**config.mk**
```make
export PLATFORM = sky130hd
export DESIGN_NAME = cell_sentence_framer
export DESIGN_NICKNAME = d
export VERILOG_FILES = /design/src/include/sentence_pkg.sv /design/src/verilog/hex_ascii.sv /design/src/verilog/period_timer.sv /design/src/verilog/cell_sentence_framer.sv
export SDC_FILE = /design/constraint.sdc
export NUM_CORES = 1
export LEC_CHECK = 0
export ABC_CLOCK_PERIOD_IN_PS = 19600
export BUFFER_PORTS_ARGS = -buffer_cell sky130_fd_sc_hd__clkbuf_2
export CORE_ASPECT_RATIO = 1.2
export CORE_UTILIZATION = 40
export DETAILED_ROUTE_END_ITERATION = 6
export RECOVER_POWER = 25
export SYNTH_ARGS = -nofsm -noshare
export SYNTH_HDL_FRONTEND = slang
export SYNTH_SLANG_ARGS = --single-unit
export TNS_END_PERCENT = 50
```
**constraint.sdc**
```tcl
create_clock -name ref_clk -period 19.6 [get_ports ref_clk]
set_clock_uncertainty 0.15 [all_clocks]
set_input_delay 3.92 -clock ref_clk [delete_from_list [all_inputs] [get_ports ref_clk]]
set_output_delay 3.92 -clock ref_clk [all_outputs]
set_load 0.05 [all_outputs]
```
**src/include/sentence_pkg.sv**
```systemverilog
// Shared constants and types of the cell voltage and temperature sentence framer.
package sentence_pkg;

  // ----------------------------------------------------------------
  // Clock and period timing
  // ----------------------------------------------------------------
  localparam int CLK_PERIOD_NS = 50;
  localparam int PERIOD_UNIT_NS = 1_000_000;
  localparam int UNIT_CYCLES = PERIOD_UNIT_NS / CLK_PERIOD_NS;

  // ----------------------------------------------------------------
  // Field widths and sentence layout
  // ----------------------------------------------------------------
  localparam int CELL_IDX_W = 16;
  localparam int PERIOD_W = 16;
  localparam logic [3:0] GROUP_MAX = 4'h8;
  localparam logic [2:0] NAME_LEN = 3'h3;
  localparam logic [2:0] FIELDS_SUM = 3'h6;
  localparam logic [2:0] FIELDS_DET = 3'h4;
  localparam logic [2:0] FLD_ARRAY = 3'h3;
  localparam logic [2:0] DIG_STRING = 3'h2;
  localparam logic [2:0] DIG_INDEX = 3'h4;
  localparam logic [2:0] DIG_SIZE = 3'h2;
  localparam logic [2:0] DIG_COUNT = 3'h4;
  localparam logic [2:0] DIG_VOLT = 3'h2;
  localparam logic [2:0] DIG_TOTAL = 3'h4;
  localparam logic [1:0] DIG_BYTE_LAST = 2'h1;
  localparam logic [1:0] DIG_CHECK_LAST = 2'h1;

  // ----------------------------------------------------------------
  // Scaling of the transmitted values (decoding side reference)
  // ----------------------------------------------------------------
  localparam int TEMP_OFFSET_C = -100;
  localparam int VOLT_OFFSET = 200;

  // ----------------------------------------------------------------
  // ASCII characters
  // ----------------------------------------------------------------
  localparam logic [7:0] CH_COMMA = 8'h2C;
  localparam logic [7:0] CH_CR = 8'h0D;
  localparam logic [7:0] CH_LF = 8'h0A;
  localparam logic [7:0] CH_B = 8'h42;
  localparam logic [7:0] CH_T = 8'h54;
  localparam logic [7:0] CH_V = 8'h56;
  localparam logic [7:0] CH_1 = 8'h31;
  localparam logic [7:0] CH_2 = 8'h32;
  localparam logic [7:0] CH_4 = 8'h34;
  localparam logic [7:0] CH_DIGIT0 = 8'h30;
  localparam logic [7:0] CH_ALPHA_BASE = 8'h37;
  localparam logic [3:0] NIB_TEN = 4'hA;

  // ----------------------------------------------------------------
  // Types
  // ----------------------------------------------------------------
  typedef enum logic [1:0] {K_SUM, K_TDET, K_VDET} kind_t;
  typedef enum logic [2:0] {P_IDLE, P_NAME, P_SEP, P_VAL, P_ARR, P_CK, P_CR, P_LF} phase_t;

endpackage : sentence_pkg

```
**src/verilog/hex_ascii.sv**
```systemverilog
// Nibble to upper case ASCII hex digit converter.
`timescale 1ns/1ps

module hex_ascii (
  // Nibble in
  input wire logic [3:0] nibble,
  // Character out
  output logic [7:0] ascii
);
  import sentence_pkg::*;

  // Digits and letters sit in two separate ranges of the character set.
  always_comb begin
    if (nibble < NIB_TEN) begin
      ascii = CH_DIGIT0 + {4'h0, nibble};
    end else begin
      ascii = CH_ALPHA_BASE + {4'h0, nibble};
    end
  end

endmodule : hex_ascii

```
**src/verilog/period_timer.sv**
```systemverilog
// Millisecond period timer that raises the periodic summary send.
`timescale 1ns/1ps

module period_timer #(
  parameter int UNIT_CYCLES = sentence_pkg::UNIT_CYCLES
) (
  // Clock and reset
  input wire logic ref_clk,
  input wire logic sys_rst,
  // Period selection
  input wire logic sleep_mode,
  input wire logic [sentence_pkg::PERIOD_W-1:0] active_period_ms,
  input wire logic [sentence_pkg::PERIOD_W-1:0] sleep_period_ms,
  // Period pulse
  output logic period_pulse
);
  import sentence_pkg::*;

  logic [31:0] div_cnt;
  logic [PERIOD_W-1:0] unit_cnt;
  logic unit_tick;
  logic [PERIOD_W-1:0] period_sel;

  assign period_sel = sleep_mode ? sleep_period_ms : active_period_ms;

  // Divider down to one enable pulse per millisecond.
  always_ff @(posedge ref_clk) begin
    if (sys_rst) begin
      div_cnt <= 32'h0000_0000;
      unit_tick <= 1'b0;
    end else if (div_cnt == 32'(UNIT_CYCLES - 1)) begin
      div_cnt <= 32'h0000_0000;
      unit_tick <= 1'b1;
    end else begin
      div_cnt <= div_cnt + 32'h0000_0001;
      unit_tick <= 1'b0;
    end
  end

  // A period of zero stops periodic sending; a shortened period takes effect at once.
  always_ff @(posedge ref_clk) begin
    if (sys_rst) begin
      unit_cnt <= '0;
      period_pulse <= 1'b0;
    end else begin
      period_pulse <= 1'b0;
      if (period_sel == '0) begin
        unit_cnt <= '0;
      end else if (unit_tick) begin
        if (unit_cnt >= period_sel - 1'b1) begin
          unit_cnt <= '0;
          period_pulse <= 1'b1;
        end else begin
          unit_cnt <= unit_cnt + 1'b1;
        end
      end
    end
  end

endmodule : period_timer

```
**src/verilog/cell_sentence_framer.sv**
```systemverilog
// Framer for the cell temperature detail, voltage summary and voltage detail sentences.
`timescale 1ns/1ps

// Notes on behaviour
// - Temperature detail only on question-mark request.
// - Voltage detail only on question-mark request.
// - Each group holds one to eight cells.
// - No cell link: all data fields empty.
// - First field is string index, zero single.
// - Second field first cell, numbered pack-wide.
// - Third field is group size hex.
// - Temperature bytes, one per cell, minus hundred.
// - Voltage bytes, one per cell, plus two hundred.
// - Summary sent periodically, active and sleep periods.
// - Summary also sent on question-mark request.
// - Summary field one is detected cell count.
// - Fields two to four min max average.
// - Field five is total voltage, centivolts.
// - Sixth summary field always empty.
module cell_sentence_framer #(
  parameter int UNIT_CYCLES = sentence_pkg::UNIT_CYCLES
) (
  // Clock and reset
  input wire logic ref_clk,
  input wire logic sys_rst,
  // Parsed request sentences, one-cycle pulses
  input wire logic req_temp_detail,
  input wire logic req_volt_summary,
  input wire logic req_volt_detail,
  // Period configuration
  input wire logic sleep_mode,
  input wire logic [sentence_pkg::PERIOD_W-1:0] active_period_ms,
  input wire logic [sentence_pkg::PERIOD_W-1:0] sleep_period_ms,
  // Pack state
  input wire logic link_ok,
  input wire logic [sentence_pkg::CELL_IDX_W-1:0] cell_count,
  input wire logic [sentence_pkg::CELL_IDX_W-1:0] string_cells,
  input wire logic [7:0] min_volt,
  input wire logic [7:0] max_volt,
  input wire logic [7:0] avg_volt,
  input wire logic [15:0] total_volt,
  // Per-cell read port
  output logic [sentence_pkg::CELL_IDX_W-1:0] cell_addr,
  input wire logic [7:0] cell_temp,
  input wire logic [7:0] cell_volt,
  // Character stream out
  output logic [7:0] tx_data,
  output logic tx_valid,
  input wire logic tx_ready,
  // Status
  output logic busy
);
  import sentence_pkg::*;

  // ----------------------------------------------------------------
  // State
  // ----------------------------------------------------------------
  phase_t phase;
  kind_t kind;
  logic [2:0] fidx;
  logic [1:0] dig;
  logic [7:0] csum;
  logic link_snap;
  logic [CELL_IDX_W-1:0] first_cell;
  logic [CELL_IDX_W-1:0] str_end;
  logic [7:0] str_idx;
  logic [3:0] grp_size;
  logic [3:0] arr_left;
  logic pend_sum;
  logic pend_tdet;
  logic pend_vdet;
  logic period_pulse;
  logic adv;
  logic [7:0] char;
  logic [3:0] nib;
  logic [7:0] hex_char;
  logic [15:0] fval;
  logic [2:0] fdig;
  logic [2:0] nfields;
  logic [7:0] cell_byte;
  logic [CELL_IDX_W-1:0] span;
  logic [CELL_IDX_W-1:0] next_first;
  logic clr_sum;
  logic clr_tdet;
  logic clr_vdet;

  // A new character may be loaded when the output register is empty or being taken.
  assign adv = !tx_valid || tx_ready;
  assign nfields = (kind == K_SUM) ? FIELDS_SUM : FIELDS_DET;
  assign cell_byte = (kind == K_TDET) ? cell_temp : cell_volt;
  assign next_first = first_cell + {12'h000, grp_size};

  // Cells per string, clamped to the pack; zero means one string holds every cell.
  assign span = (string_cells == '0 || string_cells > cell_count) ? cell_count : string_cells;

  // Group size limited by the string end, the pack end and the group maximum.
  function automatic logic [3:0] group_size(input logic [CELL_IDX_W-1:0] first,
                                            input logic [CELL_IDX_W-1:0] send,
                                            input logic [CELL_IDX_W-1:0] count);
    logic [CELL_IDX_W-1:0] lim;
    lim = (send < count) ? send : count;
    if (lim - first >= {12'h000, GROUP_MAX}) begin
      group_size = GROUP_MAX;
    end else begin
      group_size = 4'(lim - first);
    end
  endfunction : group_size

  // ----------------------------------------------------------------
  // Sub-blocks
  // ----------------------------------------------------------------
  period_timer #(
    .UNIT_CYCLES(UNIT_CYCLES)
  ) u_period_timer (
    .ref_clk(ref_clk),
    .sys_rst(sys_rst),
    .sleep_mode(sleep_mode),
    .active_period_ms(active_period_ms),
    .sleep_period_ms(sleep_period_ms),
    .period_pulse(period_pulse)
  );

  hex_ascii u_hex_ascii (
    .nibble(nib),
    .ascii(hex_char)
  );

  // ----------------------------------------------------------------
  // Field contents
  // ----------------------------------------------------------------
  // Value and digit count of the current field; zero digits leave the field empty.
  always_comb begin
    fval = 16'h0000;
    fdig = 3'h0;
    if (link_snap) begin
      if (kind == K_SUM) begin
        case (fidx)
          3'h0: begin
            fval = cell_count;
            fdig = DIG_COUNT;
          end
          3'h1: begin
            fval = {8'h00, min_volt};
            fdig = DIG_VOLT;
          end
          3'h2: begin
            fval = {8'h00, max_volt};
            fdig = DIG_VOLT;
          end
          3'h3: begin
            fval = {8'h00, avg_volt};
            fdig = DIG_VOLT;
          end
          3'h4: begin
            fval = total_volt;
            fdig = DIG_TOTAL;
          end
          default: begin
            fdig = 3'h0;
          end
        endcase
      end else begin
        case (fidx)
          3'h0: begin
            fval = {8'h00, str_idx};
            fdig = DIG_STRING;
          end
          3'h1: begin
            fval = first_cell;
            fdig = DIG_INDEX;
          end
          3'h2: begin
            fval = {12'h000, grp_size};
            fdig = DIG_SIZE;
          end
          default: begin
            fdig = 3'h0;
          end
        endcase
      end
    end
  end

  // Next character of the sentence for the current phase.
  always_comb begin
    logic [15:0] shifted;
    shifted = 16'h0000;
    nib = 4'h0;
    char = CH_COMMA;
    case (phase)
      P_NAME: begin
        if (dig == 2'h0) begin
          char = CH_B;
        end else if (dig == 2'h1) begin
          char = (kind == K_TDET) ? CH_T : CH_V;
        end else begin
          char = (kind == K_SUM) ? CH_1 : ((kind == K_VDET) ? CH_2 : CH_4);
        end
      end
      P_VAL: begin
        shifted = fval >> {dig, 2'b00};
        nib = shifted[3:0];
        char = hex_char;
      end
      P_ARR: begin
        nib = dig[0] ? cell_byte[7:4] : cell_byte[3:0];
        char = hex_char;
      end
      P_CK: begin
        nib = dig[0] ? csum[7:4] : csum[3:0];
        char = hex_char;
      end
      P_CR: char = CH_CR;
      P_LF: char = CH_LF;
      default: char = CH_COMMA;
    endcase
  end

  // ----------------------------------------------------------------
  // Pending sends
  // ----------------------------------------------------------------
  // A request arriving as its flag is cleared still stands, so no reply is lost.
  always_ff @(posedge ref_clk) begin
    if (sys_rst) begin
      pend_sum <= 1'b0;
      pend_tdet <= 1'b0;
      pend_vdet <= 1'b0;
    end else begin
      pend_sum <= (pend_sum && !clr_sum) || req_volt_summary || period_pulse;
      pend_tdet <= (pend_tdet && !clr_tdet) || req_temp_detail;
      pend_vdet <= (pend_vdet && !clr_vdet) || req_volt_detail;
    end
  end

  // The summary goes first since it is short and periodic; details wait behind it.
  assign clr_sum = (phase == P_IDLE) && adv && pend_sum;
  assign clr_vdet = (phase == P_IDLE) && adv && !pend_sum && pend_vdet;
  assign clr_tdet = (phase == P_IDLE) && adv && !pend_sum && !pend_vdet && pend_tdet;

  // ----------------------------------------------------------------
  // Output character register
  // ----------------------------------------------------------------
  always_ff @(posedge ref_clk) begin
    if (sys_rst) begin
      tx_data <= 8'h00;
      tx_valid <= 1'b0;
    end else if (adv) begin
      tx_valid <= (phase != P_IDLE);
      if (phase != P_IDLE) begin
        tx_data <= char;
      end
    end
  end

  // ----------------------------------------------------------------
  // Sentence sequencer
  // ----------------------------------------------------------------
  always_ff @(posedge ref_clk) begin
    if (sys_rst) begin
      phase <= P_IDLE;
      kind <= K_SUM;
      fidx <= 3'h0;
      dig <= 2'h0;
      csum <= 8'h00;
      link_snap <= 1'b0;
      first_cell <= '0;
      str_end <= '0;
      str_idx <= 8'h00;
      grp_size <= 4'h0;
      arr_left <= 4'h0;
      cell_addr <= '0;
      busy <= 1'b0;
    end else if (adv) begin
      // The check value covers every character up to and including the last comma.
      if (phase == P_NAME || phase == P_SEP || phase == P_VAL || phase == P_ARR) begin
        csum <= csum + char;
      end
      case (phase)
        P_IDLE: begin
          if (pend_sum || pend_vdet || pend_tdet) begin
            kind <= pend_sum ? K_SUM : (pend_vdet ? K_VDET : K_TDET);
            // Link state is frozen per sentence so no sentence is half empty.
            link_snap <= link_ok && (pend_sum || cell_count != '0);
            phase <= P_NAME;
            busy <= 1'b1;
            dig <= 2'h0;
            fidx <= 3'h0;
            csum <= 8'h00;
            first_cell <= '0;
            str_idx <= 8'h00;
            str_end <= span;
            grp_size <= group_size('0, span, cell_count);
          end
        end
        P_NAME: begin
          if (dig == 2'(NAME_LEN - 3'h1)) begin
            phase <= P_SEP;
          end else begin
            dig <= dig + 2'h1;
          end
        end
        P_SEP: begin
          if (fidx == nfields) begin
            phase <= P_CK;
            dig <= DIG_CHECK_LAST;
          end else if (kind != K_SUM && fidx == FLD_ARRAY && link_snap) begin
            phase <= P_ARR;
            dig <= DIG_BYTE_LAST;
            cell_addr <= first_cell;
            arr_left <= grp_size;
          end else if (fdig != 3'h0) begin
            phase <= P_VAL;
            dig <= 2'(fdig - 3'h1);
          end else begin
            fidx <= fidx + 3'h1;
          end
        end
        P_VAL: begin
          if (dig == 2'h0) begin
            phase <= P_SEP;
            fidx <= fidx + 3'h1;
          end else begin
            dig <= dig - 2'h1;
          end
        end
        P_ARR: begin
          if (dig != 2'h0) begin
            dig <= 2'h0;
          end else if (arr_left == 4'h1) begin
            phase <= P_SEP;
            fidx <= fidx + 3'h1;
          end else begin
            cell_addr <= cell_addr + 1'b1;
            arr_left <= arr_left - 4'h1;
            dig <= DIG_BYTE_LAST;
          end
        end
        P_CK: begin
          if (dig == 2'h0) begin
            phase <= P_CR;
          end else begin
            dig <= dig - 2'h1;
          end
        end
        P_CR: phase <= P_LF;
        P_LF: begin
          // Another group follows while detected cells remain unreported.
          if (kind != K_SUM && link_snap && next_first < cell_count) begin
            phase <= P_NAME;
            dig <= 2'h0;
            fidx <= 3'h0;
            csum <= 8'h00;
            first_cell <= next_first;
            if (next_first >= str_end) begin
              str_idx <= str_idx + 8'h01;
              str_end <= str_end + span;
              grp_size <= group_size(next_first, str_end + span, cell_count);
            end else begin
              grp_size <= group_size(next_first, str_end, cell_count);
            end
          end else begin
            phase <= P_IDLE;
            busy <= 1'b0;
          end
        end
        default: phase <= P_IDLE;
      endcase
    end
  end

endmodule : cell_sentence_framer

```
==> impl_metrics.py <==
metrics = {
    "outcome": {
        "status": "complete, but fails checks",
        "violations": "DRC, capacitance limit, slew limit",
    },
    "sta": {
        "fin_ws_ns": 6.43,
        "report.final.slew_viol_count": 84,
        "grt_setup_unrepaired": "false",
        "setup_viol": 0,
        "finalSetupTns_ns": 0,
        "hold_violations": 0,
        "slew_headroom": -1.79,
        "worst_slew_pin_slew_ns": 4.19,
        "whs_ns": 0.295,
        "fmax_ghz": 0.0759,
        "period_share": 0.672,
        "period_minus_slack_ns": 13.17,
    },
    "synth": {
        "synth-seq-cells": 145,
        "syn_avg_cell_area_um2": 7.54,
        "yosysWarnings": 0,
        "synth_edf_count": 0,
        "syn_inst": 1909,
        "seq_area_frac_synth": 0.202,
        "synthFlopType": "dfxtp_1",
        "syn_area_um2": 14400,
        "async_flop_share": 0,
        "yosysUniqueCellTypes": 75,
        "syn_nets": 2223,
    },
    "clock_network": {
        "cts_resized": 0,
        "cts_root_buf": "clkbuf_16",
        "htree_levels": 4,
        "clock-sinks": 145,
        "cts_buffers": 17,
        "cts_tree": "yes",
        "post_cts_buffers": 0,
        "ctsHoldBuffers": 0,
        "clk_path_buf_depth": 2,
        "cts.clk_slew.worst_paths_ns": 0.06,
        "clk_latency_ns": 0.46,
    },
    "routing": {
        "wire_per_inst_um": 18.0,
        "drc_errors": 5,
        "viasPerCell": 5.80,
        "antenna_left": 0,
        "drt_iter0_markers": 1025,
        "first_pass_iters": 7,
        "routed_wl_um": 44900,
        "vias": 14436,
    },
    "place": {
        "gp_congestion": 0.963,
        "post-place-ws_ns": 6.23,
        "dpl_cell_area_um2": 15600,
        "place_inst": 2458,
        "port_buffers": 152,
        "dp_hpwl_um": 35500,
    },
    "worst_setup_path": {
        "cp_slowest_cell": "nand2_1",
        "path_class": "in2reg",
        "max_stage_delay_ns": 0.60,
        "end_kind": "register",
        "cp.arrival_ns": 13.33,
        "crit_path_max_fanout": 27,
        "cp.required_ns": 19.76,
        "start_kind": "input pin",
        "critPathMostFrequentCell": "a21oi_1",
    },
    "pwr": {
        "powerDensity_nw_per_um2": 134,
        "p_leak_nw": 6.90,
        "max-vdd-ir-drop_v": 0.0000888,
        "power_mw": 2.16,
    },
    "final_layout": {
        "area_delta_synth_final_pct": 12.4,
        "drive_gt1_frac": 0.108,
        "final_cells": 2490,
        "multi_input_area_um2": 10900,
        "final_util": 0.460,
        "final_area_um2": 16200,
        "diodes": 0,
        "seqCellArea_um2": 2900,
        "nets": 2329,
        "fillers": 3611,
    },
    "global_route": {
        "grt_pass1_wl_um": 72500,
        "antenna_found_initial": 0,
        "grt_pass1_vias": 13715,
        "grt_max_degree": 84,
        "grt_overflow": 0,
        "gr-usage-all-layers": 0.246,
    },
    "floorplanning": {
        "core_um2": 35200,
        "die_w_um": 175,
        "die_y_um": 210,
        "dieArea_um2": 36800,
        "ios": 154,
        "num_rows": 75,
        "initial_core_util": 0.409,
    },
    "flow_run": {
        "max_cap_viol_count": 1,
    },
    "hold_path": {
        "hp-class": "reg2reg",
    },
}
state kept, by name, indices dropped and copies added, names as in the netlist, 2 cells and up:
name,cells
u_period_timer.div_cnt,32
cell_addr,16
first_cell,16
str_end,16
u_period_timer.unit_cnt,16
csum,8
str_idx,8
tx_data,7
arr_left,4
grp_size,4
fidx,3
phase,3
dig,2
kind,2
worst paths after layout:
path                      end  slack, ns  cells after the start                        start
setup / recovery  grp_size[2]       6.43                     36               cell_count[15]
hold / removal       pend_sum       0.30                      2  u_period_timer.period_pulse
setup reg to reg  grp_size[2]      12.28                     27                   str_end[5]
hold reg to reg      pend_sum       0.30                      2  u_period_timer.period_pulse
worst max-delay path: cells and delay by family:
kind / cells / cell delay, ns
adder cells (fa/ha/maj): 5 / 1.58
AND/OR/NAND/NOR: 9 / 2.94
buffers and inverters: 2 / 0.36
AO/OA/AOI/OAI: 16 / 3.36
multiplexers: 3 / 1.00
XOR/XNOR: 1 / 0.15
metal layers:
metal	track usage	up-vias	routed length [um]
met5	0	-	0
met4	0.0759	0	1130
met2	0.430	369	21600
met1	0.311	6794	20300
li1	-	7218	-
met3	0.0353	55	1900
where the power goes:
group	switching (mW)	internal (mW)	total, mW
Clock	0.144	0.228	0.372
Combinational	0.853	0.561	1.41
Sequential	0.0492	0.326	0.376
cell usage after synthesis (all sizes together), types with 7 or more instances:
cell type	instances	area, um2
nor2	252	946
ha	181	2260
nand2	150	563
dfxtp	145	2900
o21ai	141	706
a21oi	134	671
inv	88	330
clkbuf	68	255
xor2	54	473
nand3	53	265
xnor2	50	438
mux2i	46	460
nor3	44	220
a21o	35	264
nand4	32	200
nand2b	28	175
a31oi	27	169
nor2b	26	163
a211oi	25	188
and3	24	151
or3	21	131
and2	20	128
o211ai	20	150
nor4	16	100
a22oi	15	113
mux2	14	158
a222oi	12	120
a32oi	12	105
o21a	12	90.1
or2	12	75.1
buf	11	52.6
a21boi	9	67.6
nor3b	9	67.6
a221oi	8	70.1
mux4	8	180
nand3b	8	60.1
a2111oi	7	61.3
a211o	7	61.3
o31ai	7	52.6
cell usage in the layout (no fill, tap or decap), types with 9 or more instances in the layout:
cell type | Yosys | routed
nor4_1 | 16 | 16
nand2b_1 | 28 | 28
xor2_1 | 54 | 54
mux2i_1 | 46 | 46
a22oi_1 | 15 | 15
dfxtp_1 | 145 | 145
or3_1 | 21 | 21
o21ai_0 | 138 | 138
ha_1 | 181 | 181
nand4_1 | 32 | 32
a21o_1 | 34 | 34
buf_4 | 1 | 13
o21a_1 | 12 | 12
clkbuf_2 | 0 | 126
a222oi_1 | 12 | 12
o211ai_1 | 20 | 20
and2_1 | 17 | 17
nand2_1 | 150 | 150
a31oi_1 | 27 | 27
a21boi_0 | 9 | 9
mux2_2 | 14 | 14
a211oi_1 | 25 | 25
a21oi_1 | 134 | 133
nor2_1 | 252 | 251
and3_1 | 23 | 23
nor3b_1 | 9 | 9
clkbuf_1 | 68 | 26
xnor2_1 | 50 | 50
a32oi_1 | 12 | 12
clkbuf_16 | 0 | 17
nand3_1 | 53 | 53
or2_2 | 12 | 12
inv_1 | 88 | 88
nor2b_1 | 26 | 26
nor3_1 | 44 | 44
area by class of cell:
cell class | count | area share
clock buffers | 17 | 0.0263
clock inverters | 15 | 0.0143
inverters | 88 | 0.0204
multi-input cells | 1597 | 0.673
flip-flops and latches | 145 | 0.179
well taps | 462 | 0.0357
repair buffers | 166 | 0.0513
cells by family after synthesis:
group / Yosys count / share of synthesized area
flip-flops: 145 / 0.202
adder cells (fa/ha/maj): 187 / 0.165
XOR/XNOR: 104 / 0.0633
other: 1 / 0.000260
multiplexers: 68 / 0.0554
AND/OR/NAND/NOR: 708 / 0.233
buffers and inverters: 167 / 0.0443
AO/OA/AOI/OAI: 529 / 0.237
Power figures use the tool's default switching activity.
